$ cat config.mk
export PLATFORM = sky130hd
export DESIGN_NAME = bsr_serr
export DESIGN_NICKNAME = d
export VERILOG_FILES = /design/src/bsr_pkg.sv /design/src/bsr_serr.sv
export SDC_FILE = /design/constraint.sdc
export NUM_CORES = 1
export LEC_CHECK = 0
export ABC_AREA = 1
export BUFFER_PORTS_ARGS = -buffer_cell sky130_fd_sc_hd__buf_2
export CAP_MARGIN = 25
export CORE_MARGIN = 5
export CORE_UTILIZATION = 35
export DETAILED_ROUTE_END_ITERATION = 8
export SYNTH_ARGS = -nofsm -noshare
export SYNTH_HDL_FRONTEND = slang
export SYNTH_SLANG_ARGS = --single-unit
$ cat constraint.sdc
create_clock -name clk -period 4.65 [get_ports clk]
set_input_delay 0.6975 -clock clk [delete_from_list [all_inputs] [get_ports clk]]
set_output_delay 0.6975 -clock clk [all_outputs]
set_load 0.01 [all_outputs]
$ cat src/bsr_pkg.sv
package bsr_pkg;
    // Register byte offsets
    localparam logic [7:0] OFS_CTRL    = 8'h00;
    localparam logic [7:0] OFS_STATUS  = 8'h04;
    localparam logic [7:0] OFS_REASON  = 8'h08;
    localparam logic [7:0] OFS_DISABLE = 8'h0C;
    localparam logic [7:0] OFS_MASK    = 8'h10;
    localparam logic [7:0] OFS_LIMIT   = 8'h14;

    // Reason, disable and mask bit positions
    localparam int EV_PW_PARITY = 0;
    localparam int EV_TGT_ABORT = 1;
    localparam int EV_MST_ABORT = 2;
    localparam int EV_PW_RETRY  = 3;
    localparam int EV_DW_RETRY  = 4;
    localparam int EV_DR_RETRY  = 5;
    localparam int EV_TIMEOUT   = 6;
    localparam int EV_SEC_FWD   = 7;
    localparam int EV_COUNT     = 8;

    // Queue and retry counting
    localparam int NSLOT        = 4;
    localparam int CNT_W        = 25;
    localparam int RETRY_DFLT   = 16777216;

    // Values after reset
    localparam logic [7:0] RST_DISABLE = 8'h00;
    localparam logic [7:0] RST_MASK    = 8'h00;

    // Kind of a queued transaction
    typedef enum logic [1:0] {
        KIND_POSTED_WR,
        KIND_DELAYED_WR,
        KIND_DELAYED_RD
    } bsr_kind_t;

    // One queue slot as seen by the retry logic
    typedef struct packed {
        logic      retry;
        logic      done;
        bsr_kind_t kind;
    } bsr_slot_t;

    // Control bits of the command and bridge control registers
    typedef struct packed {
        logic timeout_serr_en;
        logic serr_fwd_en;
        logic bctl_parity_en;
        logic cmd_serr_en;
        logic cmd_parity_en;
    } bsr_ctrl_t;

    // Status flags
    typedef struct packed {
        logic received;
        logic signaled;
    } bsr_status_t;
endpackage

$ cat src/bsr_serr.sv
`timescale 1ns/10ps
module bsr_serr
    import bsr_pkg::*;
#(
    parameter logic [CNT_W-1:0] RETRY_LIMIT = CNT_W'(RETRY_DFLT)
) (
    // Clock and reset
    input  logic             clk,
    input  logic             rst,
    // APB slave
    input  logic             psel,
    input  logic             penable,
    input  logic             pwrite,
    input  logic [7:0]       paddr,
    input  logic [31:0]      pwdata,
    output logic [31:0]      prdata,
    output logic             pready,
    output logic             pslverr,
    // Bus pins
    input  logic             primary_parity_error_n,
    input  logic             secondary_parity_error_n,
    input  logic             secondary_system_error_n,
    output logic             primary_system_error_n,
    output logic             primary_system_error_oe,
    // Transaction context from the forwarding logic
    input  logic             pw_up_on_primary,
    input  logic             pw_down_on_secondary,
    input  logic             pw_up_seen_as_target,
    input  logic             pw_down_seen_as_target,
    input  logic             pw_target_abort,
    input  logic             pw_master_abort,
    input  logic             delayed_timeout,
    // Queue slots
    input  bsr_slot_t [NSLOT-1:0] slot,
    output logic [NSLOT-1:0] slot_discard,
    // Interrupt
    output logic             irq
);

    bsr_ctrl_t             ctrl;
    bsr_status_t           status;
    logic [EV_COUNT-1:0]   reason;
    logic [EV_COUNT-1:0]   disable_bits;
    logic [EV_COUNT-1:0]   irq_mask;
    logic [CNT_W-1:0]      limit;
    logic [CNT_W-1:0]      cnt [NSLOT];
    logic [NSLOT-1:0]      slot_hit;
    logic [EV_COUNT-1:0]   cause;
    logic [EV_COUNT-1:0]   fire;
    logic                  par_cause;
    logic                  sec_serr;
    logic                  wr_en;
    logic                  rd_en;
    logic [31:0]           next_prdata;
    logic                  bad_addr;

    // Bus handshake; one wait state keeps every answer registered
    assign wr_en = psel && penable && pready && pwrite;
    assign rd_en = psel && penable && !pready;

    always_ff @(posedge clk) begin
        if (rst) begin
            pready  <= 1'b0;
            pslverr <= 1'b0;
        end else begin
            pready  <= psel && penable && !pready;
            pslverr <= psel && penable && !pready && bad_addr;
        end
    end

    // Read mux; unmapped offsets read zero with an error
    always_comb begin
        next_prdata = 32'h0000_0000;
        bad_addr    = 1'b0;
        unique case (paddr)
            OFS_CTRL:    next_prdata = 32'(ctrl);
            OFS_STATUS:  next_prdata = 32'(status);
            OFS_REASON:  next_prdata = 32'(reason);
            OFS_DISABLE: next_prdata = 32'(disable_bits);
            OFS_MASK:    next_prdata = 32'(irq_mask);
            OFS_LIMIT:   next_prdata = 32'(limit);
            default:     bad_addr    = 1'b1;
        endcase
    end

    always_ff @(posedge clk) begin
        if (rst) begin
            prdata <= 32'h0000_0000;
        end else if (rd_en) begin
            prdata <= pwrite ? 32'h0000_0000 : next_prdata;
        end
    end

    // Plain read-write configuration
    always_ff @(posedge clk) begin
        if (rst) begin
            ctrl         <= '0;
            disable_bits <= RST_DISABLE;
            irq_mask     <= RST_MASK;
            limit        <= RETRY_LIMIT;
        end else if (wr_en) begin
            if (paddr == OFS_CTRL) begin
                ctrl <= bsr_ctrl_t'(pwdata[4:0]);
            end
            if (paddr == OFS_DISABLE) begin
                // No disable for timeout or forwarding, those bits stay zero
                disable_bits <= {2'b00, pwdata[5:0]};
            end
            if (paddr == OFS_MASK) begin
                irq_mask <= pwdata[EV_COUNT-1:0];
            end
            if (paddr == OFS_LIMIT) begin
                // A zero limit would only match at the all-ones count, so it is kept at one
                limit <= (pwdata[CNT_W-1:0] == '0) ? CNT_W'(1) : pwdata[CNT_W-1:0];
            end
        end
    end

    // Retry counters, one per queue slot
    for (genvar i = 0; i < NSLOT; i++) begin : g_slot
        assign slot_hit[i] = slot[i].retry && !slot[i].done && (cnt[i] == limit - CNT_W'(1));

        always_ff @(posedge clk) begin
            if (rst) begin
                cnt[i] <= '0;
            end else if (slot[i].done || slot_hit[i]) begin
                cnt[i] <= '0;
            end else if (slot[i].retry) begin
                cnt[i] <= cnt[i] + CNT_W'(1);
            end
        end

        always_ff @(posedge clk) begin
            if (rst) begin
                slot_discard[i] <= 1'b0;
            end else begin
                slot_discard[i] <= slot_hit[i];
            end
        end

    end

    // Parity cause only from the target bus of a posted write
    assign par_cause = ctrl.cmd_parity_en && ctrl.bctl_parity_en
        && ((pw_up_on_primary && !primary_parity_error_n && !pw_up_seen_as_target)
        || (pw_down_on_secondary && !secondary_parity_error_n && !pw_down_seen_as_target));
    assign sec_serr = !secondary_system_error_n;

    // Raw causes by event; reads and delayed writes feed no parity term
    always_comb begin
        cause = '0;
        cause[EV_PW_PARITY] = par_cause;
        cause[EV_TGT_ABORT] = pw_target_abort;
        cause[EV_MST_ABORT] = pw_master_abort;
        for (int k = 0; k < NSLOT; k++) begin
            if (slot_hit[k] && slot[k].kind == KIND_POSTED_WR) begin
                cause[EV_PW_RETRY] = 1'b1;
            end
            if (slot_hit[k] && slot[k].kind == KIND_DELAYED_WR) begin
                cause[EV_DW_RETRY] = 1'b1;
            end
            if (slot_hit[k] && slot[k].kind == KIND_DELAYED_RD) begin
                cause[EV_DR_RETRY] = 1'b1;
            end
        end
        cause[EV_TIMEOUT] = delayed_timeout && ctrl.timeout_serr_en;
        cause[EV_SEC_FWD] = sec_serr && ctrl.serr_fwd_en;
    end

    // Every drive needs the command enable
    assign fire = ctrl.cmd_serr_en ? (cause & ~disable_bits) : '0;

    // Open-drain output: low level, enable pulses one cycle per event
    always_ff @(posedge clk) begin
        if (rst) begin
            primary_system_error_n  <= 1'b0;
            primary_system_error_oe <= 1'b0;
        end else begin
            primary_system_error_n  <= 1'b0;
            primary_system_error_oe <= |fire;
        end
    end

    // Reason flags, sticky, new events win over a clear
    always_ff @(posedge clk) begin
        if (rst) begin
            reason <= '0;
        end else if (wr_en && paddr == OFS_REASON) begin
            reason <= (reason & ~pwdata[EV_COUNT-1:0]) | fire;
        end else begin
            reason <= reason | fire;
        end
    end

    // Status flags, same set-over-clear rule
    always_ff @(posedge clk) begin
        if (rst) begin
            status <= '0;
        end else begin
            if (wr_en && paddr == OFS_STATUS) begin
                status.signaled <= (status.signaled && !pwdata[0]) || (|fire);
                status.received <= (status.received && !pwdata[1]) || sec_serr;
            end else begin
                status.signaled <= status.signaled || (|fire);
                status.received <= status.received || sec_serr;
            end
        end
    end

    // Interrupt follows stored flags, one cycle late
    always_ff @(posedge clk) begin
        if (rst) begin
            irq <= 1'b0;
        end else begin
            irq <= |(reason & irq_mask);
        end
    end
endmodule

## After elaboration in Yosys (flattened, before gate mapping)

Memory sizes are Yosys's and may differ from the RTL's.
Index checks and enable logic that the tools add are counted.

| word-level totals | value |
|---|---|
| flip-flop bits (word level) | 94 |
| bits in writable memories | 100 |
| bits of input ports | 71 |
| output and inout bits | 41 |
| word-level logic and storage cells | 186 |
| memories | 1 |

Memories:

| name | words | width | read ports | clocked after memory_dff | write ports | RTL line | source |
|---|---|---|---|---|---|---|---|
| cnt | 4 | 25 | 4 | 0 | 4 | bsr_serr.sv:46 | `logic [CNT_W-1:0] cnt [NSLOT];` |

| operators by class | value |
|---|---|
| add/subtract/negate cells | 5 |
| eq/ne operators | 17 |
| mux-type cells | 57 |
| bitwise operators | 15 |
| reductions and logical operators | 71 |

Operators with widths:

| cell | number |
|---|---|
| $mux W25 | 9 |
| $pmux W25 S6 | 1 |
| $add A25 B1 Y25 const B | 4 |
| $eq A25 B25 Y1 | 4 |
| $mux W1 | 43 |
| $logic_and A1 B1 Y1 | 37 |
| $mux W32 | 1 |
| $logic_not A25 Y1 | 1 |
| $sub A25 B1 Y25 const B | 1 |
| $and A8 B8 Y8 | 3 |
| $eq A8 B4 Y1 const B | 2 |
| $eq A8 B5 Y1 const B | 2 |
| $mux W8 | 2 |
| $or A8 B8 Y8 | 2 |
| $reduce_or A8 Y1 | 2 |
| $logic_not A1 Y1 | 12 |
| $logic_or A1 B1 Y1 | 9 |
| $eq A2 B1 Y1 const B | 4 |
| $eq A2 B2 Y1 const B | 4 |
| $eq A8 B3 Y1 const B | 1 |
| $logic_not A2 Y1 | 4 |
| $logic_not A8 Y1 | 1 |
| $not A6 Y8 | 1 |
| $not A8 Y8 | 1 |
| other kinds (4) | 14 |

## Depth between registers and ports, before layout

| depth | value |
|---|---|
| word-level depth | 13 |
| gate-level depth with buffers | 24 |
| depth with buffers taken out | 22 |

## Least setup slack after synthesis

OpenSTA, ideal clock, no wires.

| timing | value |
|---|---|
| path type | register to register |
| from | register limit[0] |
| to | memory cnt[3][0] (enable) |
| library setup time | 0.432 ns |
| arrival time | 2.936 ns |
| required time | 4.218 ns |
| slack | 1.282 ns |
| cell stages (with the launch flop) | 21 |
| buffers on the path | 4 |
| period minus slack after synthesis | 3.368 ns |
| path through | dfxtp_1 -> buf_2 -> inv_2 -> buf_2 -> ha_1 -> nand2_4 -> nor2_8 -> buf_6 -> nand3_1 -> nand2_2 -> nand2_1 -> nand2_1 -> nand2_1 -> nor2_1 -> nand2_1 -> nor2_2 -> nand2_1 -> and3_4 -> nand2_8 -> buf_6 -> nand2_1 |

RTL lines:

| element | RTL line | source |
|---|---|---|
| start: declaration | bsr_serr.sv:45 | `logic [CNT_W-1:0] limit;` |
| start signal: assignment | bsr_serr.sv:114 | `limit <= (pwdata[CNT_W-1:0] == '0) ? CNT_W'(1) : pwdata[CNT_W-1:0];` |
| end: declaration | bsr_serr.sv:46 |  |

==> flow_summary.yaml <==
drt:
  drt_first_iter_violations: 1121
  via_count: 12000
  drc_errors: 0
  drt.antenna.violating_nets: 0
  drt_first_pass_iters: 8
  wl_per_cell_um: 17.2
  routed_wl_mm: 39.1
  viasPerCell: 5.26
setup_path:
  required_ps: 4750
  cells_on_worst_reg2reg_path: 16
  r2r_end: "cnt[0][22]$_SDFFCE_PN0P_"
  worst_path_most_repeated_cell: "sky130_fd_sc_hd__nand2_1"
  cpMaxStageDelayCell: "sky130_fd_sc_hd__nor2_1"
  worst-setup-path-type: "reg2reg"
  regToRegSetupSlack_ps: 850
  cp-startpoint: "limit[0]$_SDFFE_PP0P_"
  timing.critical_path.cells: "inv_2 > buf_4 > nand2_2 > nor2_2 > nand2_1 > nor2_1 > nand2_1 > nand3_1 > nand2_1 > nor2_1 > nand2_1 > nor2_1 > nand2_1 > and3_4 > nand2_1 > buf_4"
  cp-end-kind: "flop"
  cp_data_arrival_time_ps: 3900
  critPathMaxStageDelay_ps: 480
  path_max_fanout: 25
  timing.critical_path.from_type: "flop"
  timing.rr.start: "limit[0]$_SDFFE_PP0P_"
job:
  max_cap_viol_count: 0
sta:
  fmax_mhz: 263
  timing_hold_violations_final: 0
  tightestPinTransition_ps: 933
  rsz0062_at_grt: "no"
  maxSlewViolCount: 0
  layout_worst_path_cycle_share_pct: 81.6
  setup_violations: 0
  slew_headroom_pct: 37.6
  final.setup.tns_ps: 0
  skew_ps: 14.0
  finalWorstPathRequiredPeriod_ps: 3800
clocking:
  postCtsSetupRepairBufs: 0
  clk_pin_slew_ps: 80
  cts_made_buffers: 17
  cts_tree: "built"
  cts_buffer_depth: 2
  cts_hold_repair.buffers: 0
  clkLatencyLatePin_ps: 450
  cts_resized: 0
  ctsRootBufferMaster: "sky130_fd_sc_hd__clkbuf_16"
  clock-sinks: 187
  cts_max_level: 4
place:
  io_buffers: 96
  gpl.final_weighted_congestion: 0.967
  placed_cells_incl_taps: 2245
  placed_cell_area_sq_um: 13000
  hpwlAfterDp_mm: 30.4
floorplan:
  start_util_pct: 35.3
  core_region_area_sq_um: 34400
  total_number_of_placement_rows: 68
  ios: 112
  dieHeight_um: 196
  die_area_sq_um: 38500
  die_x_um: 196
global_routing:
  wire_length_of_the_first_global_routing_pass_mm: 61.2
  first_global_vias: 11200
  antenna_found_initial: 0
  grt.overflow.total: 0
  globalRouteTotalUtil_pct: 20.1
  grt_start_max_net_pins: 52
synth:
  synth_sequential_area_ratio_pct: 39.1
  syn_avg_cell_area_sq_um: 7.07
  syn_area_sq_um: 12100
  cell_count_after_synthesis: 1717
  synth_warnings: 0
  post_synth_num_cell_types: 55
  ys_ff_latch: 187
power:
  total_leakage_power_nw: 5.80
  vdd_drop_max_uv: 196
  power-per-cell-area_nw_per_um2: 265
worst_hold_path:
  hold_path.class: "in2reg"
  min_delay_worst_endpoint: "status[1]$_SDFF_PP0_"
  holdCritStartpoint: "secondary_system_error_n"
  worstHoldPathCells: 2
finish:
  stdcell_count: 2277
  finish.net_count: 1886
  diodes: 0
  finalInstanceArea_sq_um: 13600
  area.growth.synth_to_final_pct: 12.2
  drive_above_1_share_pct: 12.5
run_status:
  status: "complete, no violations"
-- routing by layer --
metal | part of all wire (%) | vias up | wire (um) | global-route usage, %
li1 | - | 5840 | - | -
met1 | 43 | 5582 | 16800 | 27.1
met2 | 45 | 482 | 17600 | 32.1
met3 | 7.4 | 72 | 2880 | 2.87
met4 | 4.7 | 0 | 1830 | 9.10
met5 | 0 | - | 0 | 0
-- registers in the layout, indices dropped and copies added (netlist names) --
signal	cells
cnt	100
ctrl	5
disable_bits	6
irq	1
irq_mask	8
limit	25
prdata	25
pready	1
primary_system_error_oe	1
pslverr	1
reason	8
slot_discard	4
status	2
-- metrics by stage --
step | worst slack [ps] | total power [W] | util (%) | hold WS (ps)
finish | 853 | 0.00361 | 39.6 | 457
global route | 595 | 0.00375 | 39.6 | 456
CTS | 927 | 0.00363 | 39.6 | 439
detailed placement | 930 | 0.00213 | 37.9 | 454
global placement | 971 | 0.00213 | 37.9 | 450
floorplan | 1280 | 0.00203 | - | 439
-- layout by cell type, fill, tap and decap left out, drive strengths merged --
cell type    n
clkbuf      18
clkinv       4
o2111ai      2
a22oi       17
buf        108
a211oi       9
nor2       278
o21bai       1
and3         5
xnor2        3
a21oi       78
o221ai       2
nor4        15
nand2      478
a221oi       3
o31ai        1
nor3b       36
nand3b       9
edfxtp     100
o21a         2
ha           5
and2         2
nand4       28
bufinv       1
or2          2
o211ai       4
dfxtp       87
o21ai       53
o311ai       1
a22o         2
nand3      159
a31oi        7
inv        210
xor2        22
conb         8
nor3        62
-- power breakdown --
group	internal (W)	total (W)	switching, W
clock	0.000779	0.00152	0.000737
sequential	0.00178	0.00184	0.0000610
combinational	0.0000841	0.000251	0.000167
total	0.00265	0.00361	0.000965
-- cell type report --
type,count,area [sq um]
clock buffer,18,439
clock inverter,13,145
fill,3580,20700
inverter,202,758
multi-input combinational,1294,6400
sequential,187,4740
tap,455,569
timing repair buffer,108,571
-- worst max-delay path by stage --
| stage | end | slack [ps] | depth (start not counted) |
|---|---|---|---|
| 2_1_floorplan | cnt[3][0]$_SDFFCE_PN0P_ | 1280 | 20 |
| 3_3_place_gp | cnt[1][19]$_SDFFCE_PN0P_ | 970 | 17 |
| 3_5_place_dp | cnt[0][22]$_SDFFCE_PN0P_ | 930 | 16 |
| 4_1_cts | cnt[0][23]$_SDFFCE_PN0P_ | 930 | 16 |
| 5_1_grt | cnt[0][22]$_SDFFCE_PN0P_ | 590 | 16 |
| 6_report | cnt[0][22]$_SDFFCE_PN0P_ | 850 | 16 |
-- kinds of logic (layout without fill, tap and decap cells) --
kind of cell / count (synthesis) / after routing / synth area share [%]
XOR/XNOR: 25 / 25 / 1.80
flip-flops: 187 / 187 / 39.1
AO/OA/AOI/OAI: 182 / 182 / 8.58
other: 1 / 8 / 0.0309
buffers and inverters: 243 / 341 / 8.42
adder cells (fa/ha/maj): 5 / 5 / 0.515
AND/OR/NAND/NOR: 1074 / 1074 / 41.6
-- critical path: cells and delay by family, from the launching register on --
kind / cells / cell delay, ps
buf+inv: 3 / 700
flops: 1 / 450
simple gates: 13 / 2280
-- Yosys cell counts, drive strengths merged --
cell type	count	area, sq um
or2	2	12.5
o311ai	1	8.76
a22o	2	17.5
nor4	15	100
xor2	22	193
o221ai	2	17.5
a221oi	3	26.3
o21ai	53	265
o21bai	1	7.51
xnor2	3	26.3
and2	2	12.5
o211ai	4	30.0
ha	5	62.6
and3	5	51.3
o31ai	1	7.51
a211oi	9	67.6
nand2	478	1870
dfxtp	87	1740
a21oi	78	390
a31oi	7	43.8
nand3	159	823
clkbuf	19	71.3
nand3b	9	67.6
buf	22	193
nor3b	36	350
nor3	62	415
o2111ai	2	17.5
nor2	278	1140
clkinv	2	7.51
o21a	2	15.0
inv	200	751
nand4	28	203
a22oi	17	128
conb	1	3.75
edfxtp	100	3000
Note: power is estimated with default switching activity, not from simulation.
